`config.mk`:
```
export PLATFORM = sky130hd
export DESIGN_NAME = dtm_timer_core
export DESIGN_NICKNAME = d
export VERILOG_FILES = /design/src/pkg/dtm_pkg.sv /design/src/hw/dtm_prescaler.sv /design/src/hw/dtm_pin_sync.sv /design/src/hw/dtm_timer_core.sv
export SDC_FILE = /design/constraint.sdc
export NUM_CORES = 1
export LEC_CHECK = 0
export ABC_AREA = 1
export BUFFER_PORTS_ARGS = -buffer_cell sky130_fd_sc_hd__buf_2
export CELL_PAD_IN_SITES_DETAIL_PLACEMENT = 2
export CELL_PAD_IN_SITES_GLOBAL_PLACEMENT = 2
export CORE_ASPECT_RATIO = 1.1
export CORE_MARGIN = 5
export CORE_UTILIZATION = 37
export CTS_BUF_LIST = sky130_fd_sc_hd__clkbuf_8
export DETAILED_ROUTE_END_ITERATION = 10
export PLACE_DENSITY = 0.94
export SYNTH_ARGS = -nofsm -noshare
export SYNTH_HDL_FRONTEND = slang
export SYNTH_SLANG_ARGS = --single-unit
export TNS_END_PERCENT = 5
```
`constraint.sdc`:
```
create_clock -name mclk -period 4.35 [get_ports mclk]
set_input_delay 0.87 -clock mclk [delete_from_list [all_inputs] [get_ports mclk]]
set_output_delay 0.87 -clock mclk [all_outputs]
set_load 0.02 [all_outputs]
```
`src/pkg/dtm_pkg.sv`:
```
package dtm_pkg;

  // register addresses on the special function register port
  localparam logic [7:0] DTM_ADDR_TIMER_RUN_AND_INT_FLAGS  = 8'h88;
  localparam logic [7:0] DTM_ADDR_TIMER_MODE_CONFIG  = 8'h89;
  localparam logic [7:0] DTM_ADDR_TL0   = 8'h8A;
  localparam logic [7:0] DTM_ADDR_TL1   = 8'h8B;
  localparam logic [7:0] DTM_ADDR_TH0   = 8'h8C;
  localparam logic [7:0] DTM_ADDR_TH1   = 8'h8D;
  localparam logic [7:0] DTM_ADDR_CKCON = 8'h8E;

  // timer_run_and_int_flags bit positions
  localparam int unsigned DTM_TIMER_RUN_AND_INT_FLAGS_TF1 = 7;
  localparam int unsigned DTM_TIMER_RUN_AND_INT_FLAGS_TR1 = 6;
  localparam int unsigned DTM_TIMER_RUN_AND_INT_FLAGS_TF0 = 5;
  localparam int unsigned DTM_TIMER_RUN_AND_INT_FLAGS_TR0 = 4;
  localparam int unsigned DTM_TIMER_RUN_AND_INT_FLAGS_IE1 = 3;
  localparam int unsigned DTM_TIMER_RUN_AND_INT_FLAGS_IT1 = 2;
  localparam int unsigned DTM_TIMER_RUN_AND_INT_FLAGS_IE0 = 1;
  localparam int unsigned DTM_TIMER_RUN_AND_INT_FLAGS_IT0 = 0;

  // timer_mode_config nibbles and clock control rate bits
  localparam int unsigned DTM_TIMER_MODE_CONFIG_T1_LSB = 4;
  localparam int unsigned DTM_TIMER_MODE_CONFIG_T0_LSB = 0;
  localparam int unsigned DTM_CKCON_T1M   = 4;
  localparam int unsigned DTM_CKCON_T0M   = 3;

  // reset values
  localparam logic [7:0] DTM_TIMER_RUN_AND_INT_FLAGS_RST  = 8'h00;
  localparam logic [7:0] DTM_TIMER_MODE_CONFIG_RST  = 8'h00;
  localparam logic [7:0] DTM_COUNT_RST = 8'h00;
  localparam logic       DTM_RATE_RST  = 1'b0;

  // core clock cycles per timer increment
  localparam int unsigned DTM_DIV_FAST = 4;
  localparam int unsigned DTM_DIV_SLOW = 12;

  typedef enum logic [1:0] {
    DTM_MODE_13BIT  = 2'b00,
    DTM_MODE_16BIT  = 2'b01,
    DTM_MODE_RELOAD = 2'b10,
    DTM_MODE_SPLIT  = 2'b11
  } dtm_mode_type;

  typedef struct packed {
    logic         gate;
    logic         ct;
    dtm_mode_type mode;
  } dtm_tmode_type;

  typedef struct packed {
    logic       wr;
    logic [7:0] addr;
    logic [7:0] wdata;
  } dtm_sfr_req_type;

  typedef struct packed {
    logic tf1;
    logic tf0;
    logic ie1;
    logic ie0;
  } dtm_flag_type;

endpackage

```
`src/hw/dtm_prescaler.sv`:
```
`timescale 1ns/100ps
module dtm_prescaler #(
  parameter int unsigned DIV_FAST = dtm_pkg::DTM_DIV_FAST,
  parameter int unsigned DIV_SLOW = dtm_pkg::DTM_DIV_SLOW
) (
  // clock and reset
  input  wire logic mclk,
  input  wire logic resetn,
  input  wire logic clk_en,
  // increment strobes
  output logic      tick_fast,
  output logic      tick_slow
);
  import dtm_pkg::*;

  localparam int unsigned CW = $clog2(DIV_SLOW);

  logic [CW-1:0] cnt_q;
  logic [CW-1:0] cnt_d;
  // spacing counter kept apart from cnt_q so the check does not judge itself
  logic [CW-1:0] gap_q;
  logic [CW-1:0] gap_d;

  // one shared counter keeps both rates phase aligned
  always_comb begin
    tick_slow = (cnt_q == CW'(DIV_SLOW - 1));
    tick_fast = (CW'(cnt_q % CW'(DIV_FAST)) == CW'(DIV_FAST - 1));
    cnt_d     = tick_slow ? '0 : cnt_q + 1'b1;
    gap_d     = tick_slow ? '0 : gap_q + 1'b1;
  end

  always_ff @(posedge mclk or negedge resetn) begin
    if (!resetn) begin
      cnt_q <= '0;
      gap_q <= '0;
    end else if (clk_en) begin
      cnt_q <= cnt_d;
      gap_q <= gap_d;
    end
  end
endmodule

```
`src/hw/dtm_pin_sync.sv`:
```
`timescale 1ns/100ps
module dtm_pin_sync #(
  parameter int unsigned W = 4
) (
  // clock and reset
  input  wire logic         mclk,
  input  wire logic         resetn,
  input  wire logic         clk_en,
  // raw pins and conditioned views
  input  wire logic [W-1:0] pins,
  output logic      [W-1:0] level,
  output logic      [W-1:0] fall
);
  import dtm_pkg::*;

  logic [W-1:0] s1_q;
  logic [W-1:0] s2_q;
  logic [W-1:0] s3_q;

  // stages start high so release of reset with the pins idle high never looks like an edge
  always_ff @(posedge mclk or negedge resetn) begin
    if (!resetn) begin
      s1_q <= '1;
      s2_q <= '1;
      s3_q <= '1;
    end else if (clk_en) begin
      s1_q <= pins;
      s2_q <= s1_q;
      s3_q <= s2_q;
    end
  end

  always_comb begin
    level = s2_q;
    fall  = s3_q & ~s2_q;
  end

endmodule

```
`src/hw/dtm_timer_core.sv`:
```
`timescale 1ns/100ps
module dtm_timer_core (
  // clock and reset
  input  wire logic                     mclk,
  input  wire logic                     resetn,
  input  wire logic                     clk_en,
  // special function register port
  input  wire dtm_pkg::dtm_sfr_req_type sfr_req,
  output logic                    [7:0] sfr_rdata,
  // vectoring acknowledges from the interrupt controller
  input  wire dtm_pkg::dtm_flag_type    vec_ack,
  // external pins
  input  wire logic                     ext_irq_pin_a_n,
  input  wire logic                     ext_irq_pin_b_n,
  input  wire logic                     first_timer_event_pin,
  input  wire logic                     second_timer_event_pin,
  // requests and serial clocking
  output dtm_pkg::dtm_flag_type         irq_flags,
  output logic                          baud_tick
);
  import dtm_pkg::*;

  ////////////////////////////////////////////////////////////////////////
  logic [7:0]    timer_run_and_int_flags_q, timer_run_and_int_flags_d;
  logic [7:0]    timer_mode_config_q, timer_mode_config_d;
  logic          t0m_q, t0m_d;
  logic          t1m_q, t1m_d;
  logic [7:0]    tl0_q, tl0_d;
  logic [7:0]    th0_q, th0_d;
  logic [7:0]    tl1_q, tl1_d;
  logic [7:0]    th1_q, th1_d;
  logic [7:0]    rdata_q, rdata_d;
  logic          baud_q, baud_d;
  logic          tick_fast;
  logic          tick_slow;
  logic [3:0]    pin_lvl;
  logic [3:0]    pin_fall;
  dtm_tmode_type tm0;
  dtm_tmode_type tm1;
  logic          split0;
  logic          t0_tick, t0_ovf;
  logic          th0_tick, th0_ovf;
  logic          t1_run, t1_tick, t1_ovf;
  logic          tf0_set, tf1_set;
  logic [16:0]   t0_step, t1_step;
  logic          wr_timer_run_and_int_flags, wr_timer_mode_config, wr_ckcon;
  logic          wr_tl0, wr_th0, wr_tl1, wr_th1;

  ////////////////////////////////////////////////////////////////////////
  function automatic logic count_en(logic run, logic gate, logic pin_hi);
    return run & (~gate | pin_hi);
  endfunction

  function automatic logic src_tick(logic ct, logic fast, logic ev,
                                    logic tf, logic ts);
    return ct ? ev : (fast ? tf : ts);
  endfunction

  // result is {overflow, high byte, low byte}
  function automatic logic [16:0] step(dtm_mode_type m, logic [7:0] tl,
                                       logic [7:0] th);
    logic [13:0] c13;
    logic [16:0] c16;
    logic [8:0]  c8;
    logic [16:0] r;
    c13 = {1'b0, th, tl[4:0]} + 14'h0001;
    c16 = {1'b0, th, tl} + 17'h00001;
    c8  = {1'b0, tl} + 9'h001;
    case (m)
      DTM_MODE_13BIT: begin
        r = {c13[13], c13[12:5], tl[7:5], c13[4:0]};
      end
      DTM_MODE_16BIT: begin
        r = c16;
      end
      DTM_MODE_RELOAD: begin
        r = {c8[8], th, (c8[8] ? th : c8[7:0])};
      end
      DTM_MODE_SPLIT: begin
        r = {c8[8], th, c8[7:0]};
      end
      default: begin
        r = {1'b0, th, tl};
      end
    endcase
    return r;
  endfunction

  ////////////////////////////////////////////////////////////////////////
  dtm_prescaler u_prescaler (
    .mclk      (mclk),
    .resetn    (resetn),
    .clk_en    (clk_en),
    .tick_fast (tick_fast),
    .tick_slow (tick_slow)
  );

  // bit order: event b, event a, irq b, irq a
  dtm_pin_sync #(.W(4)) u_pin_sync (
    .mclk   (mclk),
    .resetn (resetn),
    .clk_en (clk_en),
    .pins   ({second_timer_event_pin, first_timer_event_pin,
              ext_irq_pin_b_n, ext_irq_pin_a_n}),
    .level  (pin_lvl),
    .fall   (pin_fall)
  );

  ////////////////////////////////////////////////////////////////////////
  // register port decode
  always_comb begin
    wr_timer_run_and_int_flags  = sfr_req.wr && (sfr_req.addr == DTM_ADDR_TIMER_RUN_AND_INT_FLAGS);
    wr_timer_mode_config  = sfr_req.wr && (sfr_req.addr == DTM_ADDR_TIMER_MODE_CONFIG);
    wr_ckcon = sfr_req.wr && (sfr_req.addr == DTM_ADDR_CKCON);
    wr_tl0   = sfr_req.wr && (sfr_req.addr == DTM_ADDR_TL0);
    wr_th0   = sfr_req.wr && (sfr_req.addr == DTM_ADDR_TH0);
    wr_tl1   = sfr_req.wr && (sfr_req.addr == DTM_ADDR_TL1);
    wr_th1   = sfr_req.wr && (sfr_req.addr == DTM_ADDR_TH1);
  end

  ////////////////////////////////////////////////////////////////////////
  // counters
  always_comb begin
    tm0      = dtm_tmode_type'(timer_mode_config_q[DTM_TIMER_MODE_CONFIG_T0_LSB +: 4]);
    tm1      = dtm_tmode_type'(timer_mode_config_q[DTM_TIMER_MODE_CONFIG_T1_LSB +: 4]);
    split0   = (tm0.mode == DTM_MODE_SPLIT);
    t0_tick  = count_en(timer_run_and_int_flags_q[DTM_TIMER_RUN_AND_INT_FLAGS_TR0], tm0.gate, pin_lvl[0]) &
               src_tick(tm0.ct, t0m_q, pin_fall[2],
                        tick_fast, tick_slow);
    t0_step  = step(tm0.mode, tl0_q, th0_q);
    t0_ovf   = t0_tick & t0_step[16];
    // high half never sees the event pin
    th0_tick = split0 & timer_run_and_int_flags_q[DTM_TIMER_RUN_AND_INT_FLAGS_TR1] &
               (t0m_q ? tick_fast : tick_slow);
    th0_ovf  = th0_tick & (th0_q == 8'hFF);
    // with the first timer split the mode field takes the place of the second run bit as on/off
    t1_run   = split0 ? (tm1.mode != DTM_MODE_SPLIT)
                      : timer_run_and_int_flags_q[DTM_TIMER_RUN_AND_INT_FLAGS_TR1];
    t1_tick  = (tm1.mode != DTM_MODE_SPLIT) &
               count_en(t1_run, tm1.gate, pin_lvl[1]) &
               src_tick(tm1.ct, t1m_q, pin_fall[3],
                        tick_fast, tick_slow);
    t1_step  = step(tm1.mode, tl1_q, th1_q);
    t1_ovf   = t1_tick & t1_step[16];
    tf0_set  = t0_ovf;
    tf1_set  = split0 ? th0_ovf : t1_ovf;
    baud_d   = t1_ovf;
    tl0_d    = tl0_q;
    th0_d    = th0_q;
    tl1_d    = tl1_q;
    th1_d    = th1_q;
    if (t0_tick) begin
      {th0_d, tl0_d} = t0_step[15:0];
    end
    if (th0_tick) begin
      th0_d = th0_q + 8'h01;
    end
    if (t1_tick) begin
      {th1_d, tl1_d} = t1_step[15:0];
    end
    // software load takes priority over a same-cycle increment
    if (wr_tl0) begin
      tl0_d = sfr_req.wdata;
    end
    if (wr_th0) begin
      th0_d = sfr_req.wdata;
    end
    if (wr_tl1) begin
      tl1_d = sfr_req.wdata;
    end
    if (wr_th1) begin
      th1_d = sfr_req.wdata;
    end
  end

  always_ff @(posedge mclk or negedge resetn) begin
    if (!resetn) begin
      tl0_q  <= DTM_COUNT_RST;
      th0_q  <= DTM_COUNT_RST;
      tl1_q  <= DTM_COUNT_RST;
      th1_q  <= DTM_COUNT_RST;
      baud_q <= 1'b0;
    end else if (clk_en) begin
      tl0_q  <= tl0_d;
      th0_q  <= th0_d;
      tl1_q  <= tl1_d;
      th1_q  <= th1_d;
      baud_q <= baud_d;
    end
  end

  ////////////////////////////////////////////////////////////////////////
  // control and flags; hardware set wins over any clear
  always_comb begin
    timer_run_and_int_flags_d = timer_run_and_int_flags_q;
    timer_mode_config_d = wr_timer_mode_config ? sfr_req.wdata : timer_mode_config_q;
    t0m_d  = wr_ckcon ? sfr_req.wdata[DTM_CKCON_T0M] : t0m_q;
    t1m_d  = wr_ckcon ? sfr_req.wdata[DTM_CKCON_T1M] : t1m_q;
    if (wr_timer_run_and_int_flags) begin
      timer_run_and_int_flags_d = sfr_req.wdata;
    end
    timer_run_and_int_flags_d[DTM_TIMER_RUN_AND_INT_FLAGS_TF1] = tf1_set |
      (wr_timer_run_and_int_flags ? sfr_req.wdata[DTM_TIMER_RUN_AND_INT_FLAGS_TF1]
               : timer_run_and_int_flags_q[DTM_TIMER_RUN_AND_INT_FLAGS_TF1] & ~vec_ack.tf1);
    timer_run_and_int_flags_d[DTM_TIMER_RUN_AND_INT_FLAGS_TF0] = tf0_set |
      (wr_timer_run_and_int_flags ? sfr_req.wdata[DTM_TIMER_RUN_AND_INT_FLAGS_TF0]
               : timer_run_and_int_flags_q[DTM_TIMER_RUN_AND_INT_FLAGS_TF0] & ~vec_ack.tf0);
    if (timer_run_and_int_flags_q[DTM_TIMER_RUN_AND_INT_FLAGS_IT1]) begin
      timer_run_and_int_flags_d[DTM_TIMER_RUN_AND_INT_FLAGS_IE1] = pin_fall[1] |
        (wr_timer_run_and_int_flags ? sfr_req.wdata[DTM_TIMER_RUN_AND_INT_FLAGS_IE1]
                 : timer_run_and_int_flags_q[DTM_TIMER_RUN_AND_INT_FLAGS_IE1] & ~vec_ack.ie1);
    end else begin
      timer_run_and_int_flags_d[DTM_TIMER_RUN_AND_INT_FLAGS_IE1] = ~pin_lvl[1];
    end
    if (timer_run_and_int_flags_q[DTM_TIMER_RUN_AND_INT_FLAGS_IT0]) begin
      timer_run_and_int_flags_d[DTM_TIMER_RUN_AND_INT_FLAGS_IE0] = pin_fall[0] |
        (wr_timer_run_and_int_flags ? sfr_req.wdata[DTM_TIMER_RUN_AND_INT_FLAGS_IE0]
                 : timer_run_and_int_flags_q[DTM_TIMER_RUN_AND_INT_FLAGS_IE0] & ~vec_ack.ie0);
    end else begin
      timer_run_and_int_flags_d[DTM_TIMER_RUN_AND_INT_FLAGS_IE0] = ~pin_lvl[0];
    end
  end

  always_ff @(posedge mclk or negedge resetn) begin
    if (!resetn) begin
      timer_run_and_int_flags_q <= DTM_TIMER_RUN_AND_INT_FLAGS_RST;
      timer_mode_config_q <= DTM_TIMER_MODE_CONFIG_RST;
      t0m_q  <= DTM_RATE_RST;
      t1m_q  <= DTM_RATE_RST;
    end else if (clk_en) begin
      timer_run_and_int_flags_q <= timer_run_and_int_flags_d;
      timer_mode_config_q <= timer_mode_config_d;
      t0m_q  <= t0m_d;
      t1m_q  <= t1m_d;
    end
  end

  ////////////////////////////////////////////////////////////////////////
  // read data registered every enabled cycle
  always_comb begin
    case (sfr_req.addr)
      DTM_ADDR_TIMER_RUN_AND_INT_FLAGS: begin
        rdata_d = timer_run_and_int_flags_q;
      end
      DTM_ADDR_TIMER_MODE_CONFIG: begin
        rdata_d = timer_mode_config_q;
      end
      DTM_ADDR_TL0: begin
        rdata_d = tl0_q;
      end
      DTM_ADDR_TH0: begin
        rdata_d = th0_q;
      end
      DTM_ADDR_TL1: begin
        rdata_d = tl1_q;
      end
      DTM_ADDR_TH1: begin
        rdata_d = th1_q;
      end
      DTM_ADDR_CKCON: begin
        rdata_d = 8'h00;
        rdata_d[DTM_CKCON_T1M] = t1m_q;
        rdata_d[DTM_CKCON_T0M] = t0m_q;
      end
      default: begin
        rdata_d = 8'h00;
      end
    endcase
  end

  always_ff @(posedge mclk or negedge resetn) begin
    if (!resetn) begin
      rdata_q <= 8'h00;
    end else if (clk_en) begin
      rdata_q <= rdata_d;
    end
  end

  always_comb begin
    sfr_rdata = rdata_q;
    baud_tick = baud_q;
    irq_flags = {timer_run_and_int_flags_q[DTM_TIMER_RUN_AND_INT_FLAGS_TF1], timer_run_and_int_flags_q[DTM_TIMER_RUN_AND_INT_FLAGS_TF0],
                 timer_run_and_int_flags_q[DTM_TIMER_RUN_AND_INT_FLAGS_IE1], timer_run_and_int_flags_q[DTM_TIMER_RUN_AND_INT_FLAGS_IE0]};
  end
endmodule

```
==> results.ini <==
[critical_path]
crit_path_start_kind=flop
arrival_ns=2.86
critPathSlowestCell=dfrtp_1
crit_path_end_kind=flop
cp.required_ns=4.65
r2r-end=th0_q[0]$_DFFE_PN0P_
r2r_start=u_prescaler.cnt_q[1]$_DFFE_PN0P_
regToRegSetupSlack_ns=1.78
max_stage_delay_ns=0.42
rr_worst_depth=11
cpMostUsedCell=nand2_1
worst-setup-path-type=flop to flop
crit_path_max_fanout=11
crit_chain=ha_1, nand3_1, nand2_1, nand2_1, nand2_1, inv_1, nand2_1, nand2_1, inv_2, nand2_1, o21ai_1

[global_routing]
grt_overflow=0
grt_start_max_net_pins=46
grt_pass1_wl_um=39570
gr-usage-met1=0.3439
met2_usage=0.5024
track_usage=0.2874
grt_pass1_vias=6889
grtUsageMet3=0.03968
grt.busiest_layer=met2
antenna_found_initial=0

[clock_tree]
cts_root_buffer=clkbuf_8
cts_buffers=9
cts_resized=0
post_cts_buffers=0
cts_max_path_buffers=2
cts_tree=done
h-tree-depth=3
clk_latency_ns=0.39
ctsHoldBuffers=0
path_clk_slew_ns=0.09
clock-sinks=75

[routing]
drtIter0Drc=308
dr.pass1.iters=7
wl_um=25110
num_vias=6275
via_per_inst=5.684
drc=0
wl_per_cell_um=22.74
postRouteAntennaNets=0

[synth]
synth-edff-count=0
ys_async_sr_fraction=1.000
yosysUniqueCellTypes=36
synth_nets=903
synth-warning-count=0
yosysTopAreaCellShare=0.2816
ys_seq_area_frac=0.3379
synthCells=871
synth-seq-cells=75
synth_largest_area_cell=dfrtp_1
ys_top_cells_by_area=dfrtp_1 (28%), nand2_1 (20%), nand3_1 (7.2%), nor2_1 (6.5%), inv_1 (6.3%)
ys.flop_type=dfrtp_1
avgSynthCellArea_um2=6.428
synth_area_um2=5599

[cells_and_area]
final_util=0.4113
fin_cells=1104
areaGrowthSynthToFinish_pct=9.721
n_antenna_cell=0
n_fill_cell=1904
layout.nets=935
drive_above_1_share=0.1267

[hold_path]
hp-start=sfr_rdata[0]$_DFFE_PN0P_
holdPathEnd=sfr_rdata[0]$_DFFE_PN0P_
hold_path.class=flop to flop
hold-path-cell-count=2

[power]
p_leak_nw=3.130
p_per_area_nw_per_um2=310.3
finalPower_w=0.001906
combinationalPowerShare=0.223
p_clk_frac=0.316
p_seq_frac=0.460
switchingPower_w=0.0007198
p_int_w=0.001187
swShare=0.3776
ir_worst_vdd_v=0.0001321

[status]
status=finished, final reports clean

[timing]
tightest_slew_ns=0.7927
maxSlewViolCount=0
setup_ws_ns=1.782
rsz0062_at_grt=no
finalHoldViolations=0
max_freq_mhz=389.5
fin_setup_tns_ns=0
clock-skew-final_ns=0.01317
period_share=0.5902
slew-limit-headroom=0.4709
setup_viol=0
fin_crit_ns=2.568

[placement]
dp_slack_ns=1.566
gp_congestion=0.8730
io_buffers=40
dp.final_hpwl_um=18850
dp_cells=1088

[floorplanning]
start_util=0.3749
die_h_um=139.0
core_um2=14940
num_rows=47
die_w_um=127.3
ioPinCount=41
die_area_um2=17700

[flow_run]
max-cap-violations=0

==> sequential cells by signal, indices dropped and copies added (netlist names), 8 cells and up <==
register,flops
sfr_rdata,8
th0_q,8
th1_q,8
timer_mode_config_q,8
timer_run_and_int_flags_q,8
tl0_q,8
tl1_q,8
==> Yosys cell counts (all sizes together), types with 4 or more instances <==
cell / instances
a21oi: 38
buf: 18
clkbuf: 4
dfrtp: 63
dfstp: 12
ha: 4
inv: 101
nand2: 302
nand3: 87
nand4: 11
nor2: 112
o211ai: 14
o21ai: 79
o22ai: 8
xor2: 7
==> cells in the final DEF, fill, tap and decap left out, types with 6 or more instances in the layout <==
cell type / instances
inv_2: 7
nor2_2: 7
nor2_1: 97
a21oi_1: 36
dfrtp_1: 63
xor2_1: 7
nand4_1: 11
nor2_4: 6
o21ai_0: 57
dfstp_2: 12
o211ai_1: 14
clkbuf_8: 10
nand2_1: 291
inv_1: 94
nand3_1: 80
o22ai_1: 8
o21ai_1: 20
buf_2: 39
nand2_2: 10
==> worst max-delay path by stage <==
stage                                                start                    to  slack, ns  cells after the start
after detailed placement                       sfr_req[13]  th0_q[0]$_DFFE_PN0P_       1.57                     12
after global routing      u_prescaler.cnt_q[0]$_DFFE_PN0P_  th0_q[0]$_DFFE_PN0P_       1.64                     11
after global placement                              clk_en  tl1_q[6]$_DFFE_PN0P_       1.77                      7
final                     u_prescaler.cnt_q[1]$_DFFE_PN0P_  th0_q[0]$_DFFE_PN0P_       1.78                     11
after CTS                 u_prescaler.cnt_q[0]$_DFFE_PN0P_  th0_q[0]$_DFFE_PN0P_       1.79                     11
after floorplan                                sfr_req[13]  tl0_q[5]$_DFFE_PN0P_       2.38                     10
==> power by group through the flow <==
stage	Sequential, W	Clock, W	Combinational (W)
after CTS	0.000876	0.000611	0.000422
after floorplan	0.000841	0	0.000274
final	0.000878	0.000603	0.000426
after global placement	0.000877	0	0.000378
after global routing	0.000887	0.000643	0.000469
after detailed placement	0.000887	0	0.000416
==> cells by family after synthesis <==
family          count (synthesis)  synth area share
compound gates                142            0.1412
xor+xnor                        9           0.01408
fa+ha+maj                       4          0.008939
buf+inv                       125           0.09274
flops                          75            0.3379
simple gates                  516            0.4051
==> metrics by stage <==
step	hold WS, ns	area, um2
finish	0.4937	6143
global route	0.5181	6143
CTS	0.4947	6143
detailed placement	0.4667	5937
global placement	0.4533	5937
floorplan	0.4437	5599
==> final cells by class <==
class / count / area [um2] / share of cell area
Clock buffer: 10 / 137.6 / 0.02240
Tap cell: 196 / 245.2 / 0.03992
Multi-Input combinational cell: 671 / 3188 / 0.5189
Sequential cell: 75 / 1892 / 0.3079
Timing Repair Buffer: 43 / 225.2 / 0.03666
Inverter: 103 / 386.6 / 0.06293
Clock inverter: 6 / 68.82 / 0.01120
==> layer usage <==
metal | share of wire | wire, um | vias to the layer above
met1 | 0.41 | 10290 | 3172
met3 | 0.038 | 951 | 66
li1 | - | - | 2859
met2 | 0.51 | 12710 | 178
met5 | 0 | 0 | -
met4 | 0.046 | 1151 | 0
==> critical path: cells and delay by family, from the launching register on <==
family / cells / cell delay [ns]
AOI/OAI and AO/OA: 1 / 0.18
adders and majority gates: 1 / 0.30
buffers and inverters: 2 / 0.29
DFF: 1 / 0.42
and+or+nand+nor: 7 / 1.29
Note: power is estimated with default switching activity, not from simulation.
